**src/common/clkbuf_regs_pkg.sv**
```systemverilog
// Register map constants and carrier types for the clock buffer register bank
// Assumes a 32-bit AHB-Lite slave holding 16-bit registers in the low bits
package clkbuf_regs_pkg;

	// ------------------------------------------------------------
	// Register geometry
	// ------------------------------------------------------------
	localparam int reg_width = 16;
	localparam int num_regs = 35;
	localparam int idx_width = 7;
	localparam logic [1:0] word_shift_zero = 2'h0;

	// ------------------------------------------------------------
	// Register indices, byte address is four times the index
	// ------------------------------------------------------------
	localparam logic [idx_width-1:0] idx_top_control = 7'h00;
	localparam logic [idx_width-1:0] idx_oscillator_select_readback = 7'h41;
	localparam logic [idx_width-1:0] idx_lock_status_readback = 7'h4b;
	localparam logic [idx_width-1:0] idx_window_position_low = 7'h0b;
	localparam logic [idx_width-1:0] idx_window_position_high = 7'h0c;

	// Table of all mapped indices, entry order fixes the storage slot
	localparam logic [idx_width-1:0] reg_index [num_regs] = '{
		7'h00, 7'h02, 7'h03, 7'h04, 7'h05, 7'h06, 7'h07, 7'h08, 7'h09,
		7'h0b, 7'h0c, 7'h0d, 7'h0e, 7'h0f, 7'h10, 7'h11, 7'h12, 7'h13,
		7'h14, 7'h15, 7'h16, 7'h17, 7'h18, 7'h19, 7'h1c, 7'h1d, 7'h21,
		7'h22, 7'h41, 7'h43, 7'h48, 7'h4b, 7'h4f, 7'h56, 7'h5a
	};

	// Read-only slots are not written by software
	localparam logic [num_regs-1:0] reg_read_only = 35'h0_9000_0600;

	// Reset values, arbitrary plain defaults where none is given
	localparam logic [reg_width-1:0] reg_reset [num_regs] = '{
		16'h0000, 16'h0223, 16'hff86, 16'h0000, 16'h0000, 16'h0000,
		16'h0000, 16'h0000, 16'h0000, 16'h0000, 16'h0000, 16'h0000,
		16'h0000, 16'h0000, 16'h0000, 16'h0000, 16'h0000, 16'h0000,
		16'h0000, 16'h0000, 16'h0000, 16'h0000, 16'h0000, 16'h0000,
		16'h0000, 16'h0000, 16'h5666, 16'h04c5, 16'h0000, 16'h51cb,
		16'h0000, 16'h0000, 16'h0104, 16'h0004, 16'h0006
	};

	// ------------------------------------------------------------
	// Top control fields
	// ------------------------------------------------------------
	localparam int top_reset_bit = 0;
	localparam int top_reserved_bit = 1;
	localparam int top_power_down_bit = 2;
	localparam logic [reg_width-1:0] top_writable_mask = 16'h0007;

	// Readback register layouts
	localparam logic [reg_width-1:0] osc_readback_fixed = 16'h4400;
	localparam int osc_field_lsb = 4;
	localparam int osc_field_width = 5;
	localparam logic [reg_width-1:0] lock_readback_fixed = 16'h0003;
	localparam int lock_field_lsb = 8;
	localparam int lock_field_width = 2;

	// ------------------------------------------------------------
	// AHB-Lite encodings
	// ------------------------------------------------------------
	localparam logic [1:0] htrans_nonseq = 2'h2;
	localparam logic [1:0] htrans_seq = 2'h3;

	// Pending data phase of a bus transfer
	typedef struct packed {
		logic active;
		logic write;
		logic [idx_width-1:0] index;
		logic aligned;
	} bus_phase_type;

	// Status inputs from the analog core
	typedef struct packed {
		logic [osc_field_width-1:0] oscillator_choice_readback;
		logic [lock_field_width-1:0] lock_indicator_readback;
		logic [31:0] window_position;
	} core_status_type;

endpackage

```
**src/rtl/clock_buffer_register_map.sv**
```systemverilog
// Register bank of a multi-output clock buffer, reached over AHB-Lite
// Assumes one master, single word transfers, status inputs synchronous to hclk
//
// The implementer's own choice: the AHB-Lite interface to the registers.
`timescale 1ns/1ps

// Functional notes
// - Power-down bit puts device in low power, all contents kept.
// - Soft reset bit returns every register to its power-on value, except the reset bit itself, which stays set.
// - Soft reset bit clears itself on the following write to a writable register.
// - Top control bits fifteen to three read as zero.
// - Top control resets to zero, power-down and reset inactive.
// - Oscillator choice readback register is read-only.
// - Lock status readback register is read-only.
module clock_buffer_register_map (
	// Clock and reset
	input wire logic hclk,
	input wire logic hresetn,
	// AHB-Lite slave
	input wire logic hsel,
	input wire logic [31:0] haddr,
	input wire logic [1:0] htrans,
	input wire logic hwrite,
	input wire logic [2:0] hsize,
	input wire logic [31:0] hwdata,
	input wire logic hready,
	output logic [31:0] hrdata,
	output logic hreadyout,
	output logic hresp,
	// Core status
	input wire clkbuf_regs_pkg::core_status_type core_status,
	// Core controls
	output logic power_down,
	output logic soft_reset_active,
	output logic [clkbuf_regs_pkg::reg_width*clkbuf_regs_pkg::num_regs-1:0]
		reg_image
);

	// ------------------------------------------------------------
	// State
	// ------------------------------------------------------------
	typedef struct packed {
		clkbuf_regs_pkg::bus_phase_type phase;
		logic [clkbuf_regs_pkg::num_regs-1:0]
			[clkbuf_regs_pkg::reg_width-1:0] regs;
		logic [31:0] rdata;
		logic power_down;
		logic soft_reset;
	} state_type;

	state_type state_q;
	state_type state_d;
	state_type state_reset;

	logic [clkbuf_regs_pkg::num_regs-1:0] hit_vec;
	logic [clkbuf_regs_pkg::num_regs-1:0] rd_hit_vec;
	logic [clkbuf_regs_pkg::idx_width-1:0] rd_index;
	logic [clkbuf_regs_pkg::reg_width-1:0] live_value
		[clkbuf_regs_pkg::num_regs];

	// ------------------------------------------------------------
	// Per-register decode and live value
	// ------------------------------------------------------------
	assign rd_index = haddr[clkbuf_regs_pkg::idx_width+1:2];

	genvar gi;
	generate
		for (gi = 0; gi < clkbuf_regs_pkg::num_regs; gi++) begin : g_reg
			assign hit_vec[gi] = state_q.phase.index ==
				clkbuf_regs_pkg::reg_index[gi];
			assign rd_hit_vec[gi] = rd_index == clkbuf_regs_pkg::reg_index[gi];
			if (clkbuf_regs_pkg::reg_index[gi] ==
				clkbuf_regs_pkg::idx_oscillator_select_readback) begin : g_osc
				assign live_value[gi] = clkbuf_regs_pkg::osc_readback_fixed |
					(clkbuf_regs_pkg::reg_width'(
					core_status.oscillator_choice_readback) <<
					clkbuf_regs_pkg::osc_field_lsb);
			end else if (clkbuf_regs_pkg::reg_index[gi] ==
				clkbuf_regs_pkg::idx_lock_status_readback) begin : g_lock
				assign live_value[gi] = clkbuf_regs_pkg::lock_readback_fixed |
					(clkbuf_regs_pkg::reg_width'(
					core_status.lock_indicator_readback) <<
					clkbuf_regs_pkg::lock_field_lsb);
			end else if (clkbuf_regs_pkg::reg_index[gi] ==
				clkbuf_regs_pkg::idx_window_position_low) begin : g_wlo
				assign live_value[gi] =
					core_status.window_position[15:0];
			end else if (clkbuf_regs_pkg::reg_index[gi] ==
				clkbuf_regs_pkg::idx_window_position_high) begin : g_whi
				assign live_value[gi] =
					core_status.window_position[31:16];
			end else if (clkbuf_regs_pkg::reg_index[gi] ==
				clkbuf_regs_pkg::idx_top_control) begin : g_top
				assign live_value[gi] = state_q.regs[gi] &
					clkbuf_regs_pkg::top_writable_mask;
			end else begin : g_plain
				assign live_value[gi] = state_q.regs[gi];
			end
		end
	endgenerate

	// ------------------------------------------------------------
	// Reset image
	// ------------------------------------------------------------
	always_comb begin
		state_reset = '0;
		for (int i = 0; i < clkbuf_regs_pkg::num_regs; i++) begin
			state_reset.regs[i] = clkbuf_regs_pkg::reg_reset[i];
		end
	end

	// ------------------------------------------------------------
	// Next state
	// ------------------------------------------------------------
	always_comb begin
		logic take;
		logic [clkbuf_regs_pkg::reg_width-1:0] rd_value;
		logic wr_any;
		take = 1'b0;
		rd_value = '0;
		wr_any = 1'b0;
		state_d = state_q;

		// Data phase of a pending write
		if (state_q.phase.active && state_q.phase.write &&
			state_q.phase.aligned) begin
			for (int i = 0; i < clkbuf_regs_pkg::num_regs; i++) begin
				if (hit_vec[i] && !clkbuf_regs_pkg::reg_read_only[i]) begin
					state_d.regs[i] = hwdata[15:0];
					wr_any = 1'b1;
				end
			end
			if (state_q.soft_reset && wr_any) begin
				state_d.regs[0][clkbuf_regs_pkg::top_reset_bit] = 1'b0;
			end
		end

		// Address phase
		take = hsel && hready &&
			(htrans == clkbuf_regs_pkg::htrans_nonseq ||
			htrans == clkbuf_regs_pkg::htrans_seq);
		state_d.phase.active = take;
		state_d.phase.write = hwrite;
		state_d.phase.index = rd_index;
		state_d.phase.aligned = haddr[1:0] == clkbuf_regs_pkg::word_shift_zero;
		state_d.rdata = '0;
		if (take && !hwrite) begin
			for (int i = 0; i < clkbuf_regs_pkg::num_regs; i++) begin
				if (rd_hit_vec[i]) begin
					rd_value = live_value[i];
				end
			end
			state_d.rdata = {16'h0000, rd_value};
		end

		// Soft reset write restores power-on image
		if (state_d.regs[0][clkbuf_regs_pkg::top_reset_bit] &&
			!state_q.soft_reset) begin
			state_d.regs = state_reset.regs;
			state_d.regs[0][clkbuf_regs_pkg::top_reset_bit] = 1'b1;
		end
		state_d.soft_reset =
			state_d.regs[0][clkbuf_regs_pkg::top_reset_bit];
		state_d.power_down =
			state_d.regs[0][clkbuf_regs_pkg::top_power_down_bit];
	end

	// ------------------------------------------------------------
	// Registers
	// ------------------------------------------------------------
	always_ff @(posedge hclk or negedge hresetn) begin
		if (!hresetn) begin
			state_q <= '0;
			state_q.regs[1] <= clkbuf_regs_pkg::reg_reset[1];
			state_q.regs[2] <= clkbuf_regs_pkg::reg_reset[2];
			state_q.regs[26] <= clkbuf_regs_pkg::reg_reset[26];
			state_q.regs[27] <= clkbuf_regs_pkg::reg_reset[27];
			state_q.regs[29] <= clkbuf_regs_pkg::reg_reset[29];
			state_q.regs[32] <= clkbuf_regs_pkg::reg_reset[32];
			state_q.regs[33] <= clkbuf_regs_pkg::reg_reset[33];
			state_q.regs[34] <= clkbuf_regs_pkg::reg_reset[34];
		end else begin
			state_q <= state_d;
		end
	end

	// ------------------------------------------------------------
	// Outputs
	// ------------------------------------------------------------
	assign hrdata = state_q.rdata;
	assign hreadyout = 1'b1;
	assign hresp = 1'b0;
	assign power_down = state_q.power_down;
	assign soft_reset_active = state_q.soft_reset;
	assign reg_image = state_q.regs;

endmodule

```
**config.mk**
```make
export PLATFORM = sky130hd
export DESIGN_NAME = clock_buffer_register_map
export DESIGN_NICKNAME = d
export VERILOG_FILES = /design/src/common/clkbuf_regs_pkg.sv /design/src/rtl/clock_buffer_register_map.sv
export SDC_FILE = /design/constraint.sdc
export NUM_CORES = 1
export LEC_CHECK = 0
export ABC_AREA = 1
export BUFFER_PORTS_ARGS = -buffer_cell sky130_fd_sc_hd__buf_2
export CELL_PAD_IN_SITES_DETAIL_PLACEMENT = 0
export CELL_PAD_IN_SITES_GLOBAL_PLACEMENT = 1
export CORE_AREA = 2 2 279 281
export DETAILED_ROUTE_END_ITERATION = 8
export DIE_AREA = 0 0 281 283
export PLACE_DENSITY_LB_ADDON = 0.1
export RECOVER_POWER = 50
export REMOVE_ABC_BUFFERS = 1
export SLEW_MARGIN = 25
export SYNTH_ARGS = -nofsm -noshare
export SYNTH_HDL_FRONTEND = slang
export SYNTH_SLANG_ARGS = --single-unit
```
**constraint.sdc**
```tcl
create_clock -name hclk -period 7.6 [get_ports hclk]
set_clock_uncertainty 0.2 [all_clocks]
set_input_delay 1.14 -clock hclk [delete_from_list [all_inputs] [get_ports hclk]]
set_output_delay 1.14 -clock hclk [all_outputs]
set_load 0.1 [all_outputs]
```
==> summary.txt, run 1 <==
GRT
  – Initial antenna violation count: 7
  – All-Layer GR Usage: 29.1%
  – Largest net degree at the start of global routing: 145
  – Met3 Usage GRT: 5.58%
  – Vias in the first global route: 22795
  – Met2 usage: 49.1%
  – Global route overflow: 0
  – Gr busiest metal: met2
  – First-pass GRT wire length: 167000 µm
  – GRT met1 Usage: 37.2%

Synthesis
  – Yosys warnings: 0
  – Share of the synthesized area in the top cell type: 42.5%
  – Top cells by area, synth: dfrtp_1 (42%), buf_4 (16%), nand2_1 (11%)
  – Number of synthesized flops with an enable pin: 0
  – Syn_area_per_cell: 7.96 µm²
  – Mapped Area: 0.0283 mm²
  – Seq/Total Area, Yosys: 46.3%
  – Yosys reg bits: 522
  – Post-synth top area cell: dfrtp_1
  – Synth unique cells: 35
  – Top FF cell, synth: dfrtp_1
  – Cells after Synth: 3561
  – Fraction of registers with async set/reset: 100%

Clock tree
  – TritonCTS clock tree: yes
  – Register clock-pin slew on the reported worst setup and hold paths: 60 ps
  – H-tree level count: 2
  – Clk_lat worst skew: 640 ps
  – Clk buf depth: 3
  – Post-CTS resize count: 0
  – CTS buffer count: 59
  – CTS sink count: 522
  – Post-CTS Setup Bufs: 0
  – CTS root buf: clkbuf_16
  – Cts hold-fix bufs: 0

Placed design
  – Placed instance count: 4585
  – Routability cong.: 0.920
  – Pre-CTS WS: 2010 ps
  – Port bufs: 583
  – Half-perimeter wire length after detailed placement: 88000 µm

Floorplanning
  – I/O pin cnt: 709
  – Starting density of the core: 36.9%
  – Die H: 283 µm
  – Row cnt: 102
  – Die width: 281 µm
  – Die area: 0.0795 mm²
  – Core area: 0.0767 mm²

STA
  – Final Hold Viols: 0
  – Pins over their slew limit: 260
  – Final min period: 5150 ps
  – Final setup viols: 0
  – Worst slew pin tran: 3390 ps
  – Fin crit share: 67.8%
  – Unrepaired setup endpoints after global routing: no
  – Total Neg Setup Slack: 0 ps
  – Maximum clock frequency: 0.194 GHz
  – Worst setup margin: 2450 ps
  – Slew HR: -126%

Worst setup path
  – CP arrival: 5320 ps
  – Worst Path Buf+Inv: 2
  – WS Path Type: primary input to asynchronous set/reset pin
  – Startpoint types: primary input
  – Worst path cell trace: clkbuf_1, clkbuf_2
  – CP max FO: 73
  – Worst endpoint required time: 7760 ps
  – CP max stage delay: 2330 ps
  – CP endpoint kind: asynchronous set/reset pin
  – Crit path max-delay family: buffers and inverters
  – CP max stage cell: clkbuf_1

Cells and area
  – Final cell count without fillers: 4699
  – Layout cells sized above 1: 15.8%
  – Nets: 3719
  – Area grow syn2layout: 5.78%

Detailed routing
  – Post-route DRC: 0
  – Vias: 23594
  – Via density: 5.02
  – TritonRoute pass-1 iters: 6
  – Starting DRT DRC Count: 1882
  – Antenna Nets Post-Route: 0
  – DR WL/cell: 25.3 µm
  – Total routed wirelength: 119000 µm

Worst hold path
  – HP Class: flip-flop to flip-flop

Pwr
  – Power Density: 243 mW/mm²
  – Maximum VDD drop: 0.200 mV
  – Leakage: 14.4 nW
  – Power, Total: 7.30 mW

Run status
  – Failing checks: max-capacitance violations, max-slew violations
  – Status: complete, but fails checks

Flow run
  – Max-Cap Viols: 4
synth_stat cells, types with 9 or more instances:
cell type  count
inv_2         13
o22ai_1      167
nor3_1        17
nor2_1       195
dfrtp_1      481
nand3_1      103
o21ai_1       25
or2_2         14
clkbuf_1      81
clkinv_1       9
o21ai_0      368
nand4_1       80
buf_2         39
inv_1        392
a21oi_1       48
dfstp_2       41
buf_4        595
nand2_1      845
stage by stage:
stage          area (µm²)  hold WS [ps]  utilization [%]
2_1_floorplan       23600           435                -
3_3_place_gp        28200           266             36.8
3_5_place_dp        28300           279             36.8
4_1_cts             30300           221             39.5
5_1_grt             30000           317             39.1
6_report            30000           294             39.1
cell type report:
type                            count  area (µm²)
Tap cell                         1040        1300
Multi-Input combinational cell   1983        9010
Inverter                          414        1550
Clock buffer                       91        1830
Sequential cell                   522       13100
Timing Repair Buffer              626        2940
Antenna cell                        4        10.0
Fill cell                        8302       46700
Clock inverter                     19         223
flip-flops by register name, indices dropped and copies added, names as in the netlist:
signal	cells
hrdata	16
reg_image	496
state_q	10
cell families (layout without fill, tap and decap cells):
group           count (synthesis)  after routing  share of synthesized area, %
compound gates                622            622                          11.9
other cells                     2             86                        0.0265
buf+inv                      1136           1150                          23.2
flops                         522            522                          46.3
simple gates                 1279           1279                          18.6
where the power goes:
| group | total (mW) | switching, mW | internal (mW) |
|---|---|---|---|
| combinational | 1.28 | 1.15 | 0.126 |
| clock | 3.05 | 1.24 | 1.81 |
| sequential | 2.96 | 0.0840 | 2.88 |
routing by layer:
layer	up-vias	wire length, µm
met4	4	4100
met1	11730	49100
met3	170	7930
met5	-	23
met2	877	57900
li1	10813	-
layout by cell type (no fill, tap or decap), types with 2 or more instances in the layout:
| cell type | n |
|---|---|
| clkbuf_16 | 61 |
| a21oi_1 | 48 |
| o21ai_1 | 22 |
| inv_2 | 14 |
| clkinv_1 | 9 |
| or2_2 | 14 |
| or2_0 | 3 |
| dfstp_2 | 41 |
| o22ai_1 | 167 |
| clkinv_2 | 13 |
| nor3_1 | 17 |
| nor3_2 | 4 |
| buf_12 | 2 |
| conb_1 | 82 |
| nor4_1 | 2 |
| a31oi_1 | 5 |
| bufinv_16 | 5 |
| nor2_4 | 2 |
| o21ai_0 | 368 |
| nor2_2 | 10 |
| a21oi_2 | 2 |
| buf_2 | 328 |
| nand3_1 | 100 |
| nor2_1 | 191 |
| nand3_2 | 3 |
| o21ai_2 | 9 |
| dfrtp_1 | 481 |
| nand4_1 | 80 |
| clkbuf_2 | 3 |
| diode_2 | 4 |
| inv_1 | 391 |
| nand2_2 | 6 |
| nand2_1 | 843 |
| clkbuf_8 | 19 |
| buf_4 | 38 |
| clkbuf_1 | 266 |
worst paths after layout:
path	start	end	slack [ps]	depth (start not counted)
worst max-delay path	hresetn	reg_image[12]	2450	2
worst min-delay path	reg_image[5]	reg_image[5]	290	2
worst max register to register	state_q[595]	reg_image[112]	3410	16
worst min register to register	reg_image[5]	reg_image[5]	290	2
max in group hclk	haddr[8]	hrdata[8]	2580	23
min in group asynchronous	hresetn	reg_image[198]	1450	1
No activity file was read; power rests on OpenSTA's default activity.
==> inputs of run 2 (changes only) <==
Settings changed: CORE_AREA 2 2 279 281 to not set, CORE_MARGIN set to 2, CORE_UTILIZATION set to 39, DIE_AREA 0 0 281 283 to not set.
Clock period 7.6 ns to 4.77 ns, I/O delays scaled along.
==> run 2 against run 1 <==
  * The run still ends with max-capacitance violations, max-slew violations left
  * Critical endpoint is now hrdata[7]
  * Global-route usage grew 2.1 points
  * Clock power grew 52%
  * Die area shrank 5.9%
  * Critical path depth grew 25
  * Utilization grew 3.2 points
  * Combinational power grew 62%
  * Sequential power grew 60%
  * Power grew 57%
  * Sequential share of layout area shrank 0.56 points
  * Register-to-register slack lost 2600 ps
  * Non-clock buffer count grew 74
  * Routed wire length grew 0.77%
==> summary.txt, run 2 (synthesis gave the netlist of run 1 again) <==
Cells and area
  – Fillers: 7562
  – Layout cells sized above 1: 17.0%
  – Commonest non-fill, non-tap cell in the layout: nand2_1
  – Final core utilization: 42.3%
  – Largest register FFs: 496
  – Area grow syn2layout: 7.15%
  – Nets: 3793
  – Commonest non-fill, non-tap cells in the layout: nand2_1 (843), dfrtp_1 (481), inv_1 (391)
  – Final cell count without fillers: 4686
  – Design area: 0.0304 mm²

Floorplanning
  – Die H: 274 µm
  – Row cnt: 98
  – Die width: 274 µm
  – I/O pin cnt: 709
  – Die area: 0.0748 mm²
  – Core area: 0.0717 mm²
  – Starting density of the core: 39.5%

Worst setup path
  – Worst endpoint required time: 5090 ps
  – WS Path Type: primary input to flip-flop
  – Reg-to-reg startpoint: state_q[595]
  – Critical Path Start: haddr[2]
  – Worst r2r path cells: 16
  – CP arrival: 4360 ps
  – CP max FO: 5
  – Worst R2R End: reg_image[112]
  – Startpoint types: primary input
  – CP endpoint kind: flip-flop
  – R2R Setup Slk: 820 ps

Placed design
  – Routability cong.: 0.980
  – Area after DPL: 0.0287 mm²
  – Half-perimeter wire length after detailed placement: 90000 µm
  – Pre-CTS WS: 201 ps
  – Port bufs: 583
  – Placed instance count: 4566

GRT
  – Initial antenna violation count: 10
  – First-pass GRT wire length: 168000 µm
  – All-Layer GR Usage: 31.2%
  – Vias in the first global route: 23140
  – Largest net degree at the start of global routing: 105
  – Global route overflow: 0

Detailed routing
  – DR WL/cell: 25.6 µm
  – Total routed wirelength: 120000 µm
  – Via density: 5.16
  – Post-route DRC: 0
  – Vias: 24168
  – Starting DRT DRC Count: 2095
  – Antenna Nets Post-Route: 0
  – TritonRoute pass-1 iters: 6

Pwr
  – Leakage: 14.7 nW
  – Power Density: 377 mW/mm²
  – Maximum VDD drop: 0.279 mV

STA
  – Maximum clock frequency: 0.248 GHz
  – Worst setup margin: 733 ps
  – Fin crit share: 84.6%
  – Unrepaired setup endpoints after global routing: no
  – Final Hold Viols: 0
  – WHS: 39.2 ps
  – Final min period: 4040 ps
  – Final setup viols: 0
  – Pins over their slew limit: 100
  – Slew HR: -112%
  – Worst slew pin tran: 3190 ps

Worst hold path
  – Worst hold endpoint: state_q[594]
  – Worst hold start: haddr[1]
  – HP Class: primary input to flip-flop
  – Hold Path Depth: 2

Clock tree
  – CTS buffer count: 59
  – Register clock-pin slew on the reported worst setup and hold paths: 60 ps
  – CTS sink count: 522
  – Clk buf depth: 3
  – Clk_lat worst skew: 640 ps
  – CTS root buf: clkbuf_16
  – Post-CTS resize count: 0
  – H-tree level count: 2
  – TritonCTS clock tree: yes

Run status
  – Status: complete, but fails checks
  – Failing checks: max-capacitance violations, max-slew violations

Flow run
  – Max-Cap Viols: 1
run 2: worst max-delay path by stage:
stage,end,cells after the start
floorplan,reg_image[420],7
global placement,hrdata[8],24
detailed placement,hrdata[8],24
CTS,hrdata[8],24
global route,hrdata[12],26
finish,hrdata[7],27
run 2: routing by layer:
layer	vias to the layer above	GRT usage, %	part of all wire (%)	wire, µm
li1	10970	-	-	-
met3	191	5.32	6.8	8160
met1	11959	41.7	42	50600
met5	-	0	0.011	13
met4	2	11.7	3.9	4710
met2	1046	50.5	47	56500
run 2: timing repair:
action,4_1_cts,5_1_grt
hold buffers,3,0
setup buffers,0,0
hold endpoints to repair,7,0
run 2: area by class of cell:
type / instances / area [µm²] / share of cell area (%)
inverter: 414 / 1550 / 5.12
timing repair buffer: 700 / 3550 / 11.7
clock buffer: 98 / 1850 / 6.11
multi-input combinational: 1983 / 8980 / 29.6
tap: 950 / 1190 / 3.91
sequential: 522 / 13100 / 43.2
clock inverter: 14 / 113 / 0.371
antenna: 5 / 12.5 / 0.0412
run 2: critical path, stage by stage:
cell and delay (ps):
buf_2 100, clkbuf_1 200, inv_1 100, nand2_1 130
nor2_1 110, nand2_1 230, nor2_1 70, nor2_1 230
nand3_1 150, nand2_1 140, nand3_1 90, nand2_1 60
nand3_1 130, nand2_1 100, nand4_1 170, nand2_1 160
nand4_1 120, nor2_1 260, nand4_1 180, nor2_1 250
nand4_1 140, nand2_1 110, nand2_1 60, nand2_1 80
nand3_1 130, nand2_1 90, inv_1 40
run 2: power breakdown:
| part | leakage (nW) | switching [mW] | internal [mW] |
|---|---|---|---|
| clock | 0.975 | 1.96 | 2.69 |
| combinational | 7.01 | 1.85 | 0.226 |
| sequential | 6.68 | 0.141 | 4.59 |
| total | 14.7 | 3.94 | 7.50 |
run 2: per-stage QoR:
stage          total power, mW  setup TNS (ps)
6_report                  11.4               0
5_1_grt                   11.8               0
4_1_cts                   11.5               0
3_5_place_dp              6.89               0
3_3_place_gp              6.88               0
2_1_floorplan             6.31         -111680
==> inputs of run 3 (changes only) <==
Settings changed: ABC_AREA 1 to 0, CORE_UTILIZATION 39 to 41.
Clock period 4.77 ns to 3.85 ns, I/O delays scaled along.
==> run 3 against run 2 <==
  * The run still ends with max-capacitance violations, max-slew violations left
  * Clock power grew 31%
  * Routed wire length grew 23%
  * Sequential cell count is the same
  * Cell count shrank 5.4%
  * Critical path depth shrank 16
  * Die area grew 3.3%
  * Via count grew 10%
  * Register-to-register slack lost 160 ps
  * Power grew 36%
  * Highest routed layer unchanged
==> summary.txt, run 3 <==
Run status
  – Status: complete, but fails checks
  – Failing checks: max-capacitance violations, max-slew violations

STA
  – Final min period: 3780 ps
  – Unrepaired setup endpoints after global routing: no
  – Pins over their slew limit: 67
  – Final setup viols: 0
  – Slew HR: -60.0%
  – Fin crit share: 98.3%
  – WHS: 64.0 ps
  – Final Hold Viols: 0
  – Maximum clock frequency: 0.264 GHz
  – Worst slew pin tran: 2400 ps

GRT
  – Initial antenna violation count: 4
  – Vias in the first global route: 25668
  – Global route overflow: 0
  – Largest net degree at the start of global routing: 172
  – All-Layer GR Usage: 37.1%
  – First-pass GRT wire length: 205000 µm

Worst setup path
  – Worst path cell trace: dlygate4sd3_1, buf_2, or3b_1, buf_4, nor2_1, buf_4, a222oi_1, nand4_1, o31ai_1, buf_4, a21oi_1
  – WS Path Type: primary input to flip-flop
  – CP max stage cell: o31ai_1
  – Startpoint types: primary input
  – CP endpoint kind: flip-flop
  – CP max FO: 10
  – Crit path max-delay family: buffers and inverters
  – CP max stage delay: 740 ps
  – Top cell by count, worst path: buf_4
  – Worst endpoint required time: 4180 ps
  – CP arrival: 4110 ps
  – Worst Path Buf+Inv: 5

Synthesis
  – Fraction of registers with async set/reset: 100%
  – Top-count cell post-synth: buf_4
  – Post-synth top area cell: dfrtp_1
  – Mapped Area: 0.0308 mm²
  – Top cells by area, synth: dfrtp_1 (39%), buf_4 (15%), mux2i_1 (9.9%)
  – Yosys reg bits: 522
  – Synth top cells by count: buf_4 (611), dfrtp_1 (481), nand2_1 (341)
  – Top FF cell, synth: dfrtp_1
  – Share of the synthesized area in the top cell type: 39.1%
  – Yosys warnings: 0
  – Syn_area_per_cell: 9.26 µm²
  – Cells after Synth: 3324
  – Synth unique cells: 89
  – Number of synthesized flops with an enable pin: 0
  – Seq/Total Area, Yosys: 42.6%

Placed design
  – Area after DPL: 0.0315 mm²
  – Half-perimeter wire length after detailed placement: 106000 µm
  – Port bufs: 583
  – Placed instance count: 4312
  – Routability cong.: 0.971

Floorplanning
  – Core area: 0.0744 mm²
  – Die H: 278 µm
  – Die area: 0.0773 mm²
  – Starting density of the core: 41.4%
  – Die width: 278 µm
  – Row cnt: 100
  – I/O pin cnt: 709

Clock tree
  – CTS root buf: clkbuf_16
  – CTS buffer count: 59
  – CTS sink count: 522
  – H-tree level count: 2
  – TritonCTS clock tree: yes
  – Clk buf depth: 3
  – Clk_lat worst skew: 650 ps
  – Register clock-pin slew on the reported worst setup and hold paths: 60 ps

Detailed routing
  – TritonRoute pass-1 iters: 6
  – Via density: 6.00
  – Antenna Nets Post-Route: 0
  – Post-route DRC: 0
  – Starting DRT DRC Count: 3182
  – Total routed wirelength: 148000 µm
  – DR WL/cell: 33.3 µm
  – Vias: 26621

Pwr
  – Power Density: 468 mW/mm²
  – Maximum VDD drop: 0.373 mV
  – Leakage: 16.7 nW

Cells and area
  – Final cell count without fillers: 4434
  – Commonest non-fill, non-tap cell in the layout: dfrtp_1
  – Commonest non-fill, non-tap cells in the layout: dfrtp_1 (481), nand2_1 (341), buf_2 (328)
  – Area grow syn2layout: 8.08%
  – Layout cells sized above 1: 22.1%
  – Largest register FFs: 496
  – Nets: 3522
  – Design area: 0.0333 mm²

Worst hold path
  – HP Class: primary input to flip-flop

Flow run
  – Max-Cap Viols: 1
==> run 3: area by class of cell <==
cell class	count	area, µm²
diodes	5	12.5
repair buffers	793	4410
multi-input cells	2022	12400
clock inverters	20	268
flip-flops and latches	522	13100
well taps	969	1210
clock buffers	92	1800
inverters	11	41.3
fillers	7438	41200
==> run 3: through the flow <==
stage / total power [mW] / setup TNS, ps / utilization (%) / worst slack (ps)
after floorplan: 8.42 / -4527500 / - / -14060
after global placement: 9.52 / -509 / 42.3 / -429
after detailed placement: 9.55 / -588 / 42.3 / -403
after CTS: 15.6 / 0 / 45.1 / 267
after global routing: 16.0 / 0 / 44.7 / 115
final: 15.6 / 0 / 44.7 / 66.8
==> run 3: path summary, 6_finish.rpt <==
check / slack, ps / cells past startpoint / to / start
hold / removal: 60 / 2 / state_q[603] / hready
setup / recovery: 70 / 11 / hrdata[13] / haddr[7]
setup reg to reg: 660 / 10 / hrdata[9] / reg_image[105]
hold reg to reg: 280 / 2 / reg_image[12] / reg_image[12]
max in group asynchronous: 570 / 3 / reg_image[326] / hresetn
min in group asynchronous: 1030 / 2 / reg_image[28] / hresetn
==> run 3: cells by family (layout without fill, tap and decap cells) <==
logic type	Yosys count	in the layout	synth area share, %
DFF	522	522	42.6
muxes	332	332	11.3
buffers and inverters	860	916	18.4
AOI/OAI and AO/OA	584	584	12.5
and+or+nand+nor	1024	1024	15.2
other	2	87	0.0244
==> run 3: repair_timing <==
| item | CTS | global route |
|---|---|---|
| buffers inserted | 0 | 0 |
| endpoints found under the hold margin | 57 | 0 |
| setup endpoints to repair | 0 | 0 |
| hold buffers | 5 | 0 |
| resized for setup | 0 | 0 |
==> run 3: layer usage <==
metal | share of wire [%] | vias to the layer above | wire, µm | track usage [%]
li1 | - | 11060 | - | -
met1 | 42 | 13686 | 61400 | 51.1
met2 | 44 | 1580 | 65600 | 56.4
met3 | 9.6 | 291 | 14200 | 8.39
met4 | 4.5 | 4 | 6600 | 15.4
met5 | 0.018 | - | 27 | 0
==> run 3: power by group <==
group / internal, mW / switching [mW] / leakage (nW)
combinational: 0.474 / 2.96 / 9.24
sequential: 5.73 / 0.303 / 6.47
clock: 3.60 / 2.49 / 1.02
total: 9.80 / 5.75 / 16.7
==> run 3: worst reg2reg max path, cell delays in order, from the launching register on <==
cell and delay [ps]:
dfrtp_1 400, mux4_2 480, a222oi_1 310, buf_4 210, nor2_1 40, a211oi_1 460
buf_4 210, o21bai_1 60, a21oi_1 440, buf_4 210, o22ai_1 70
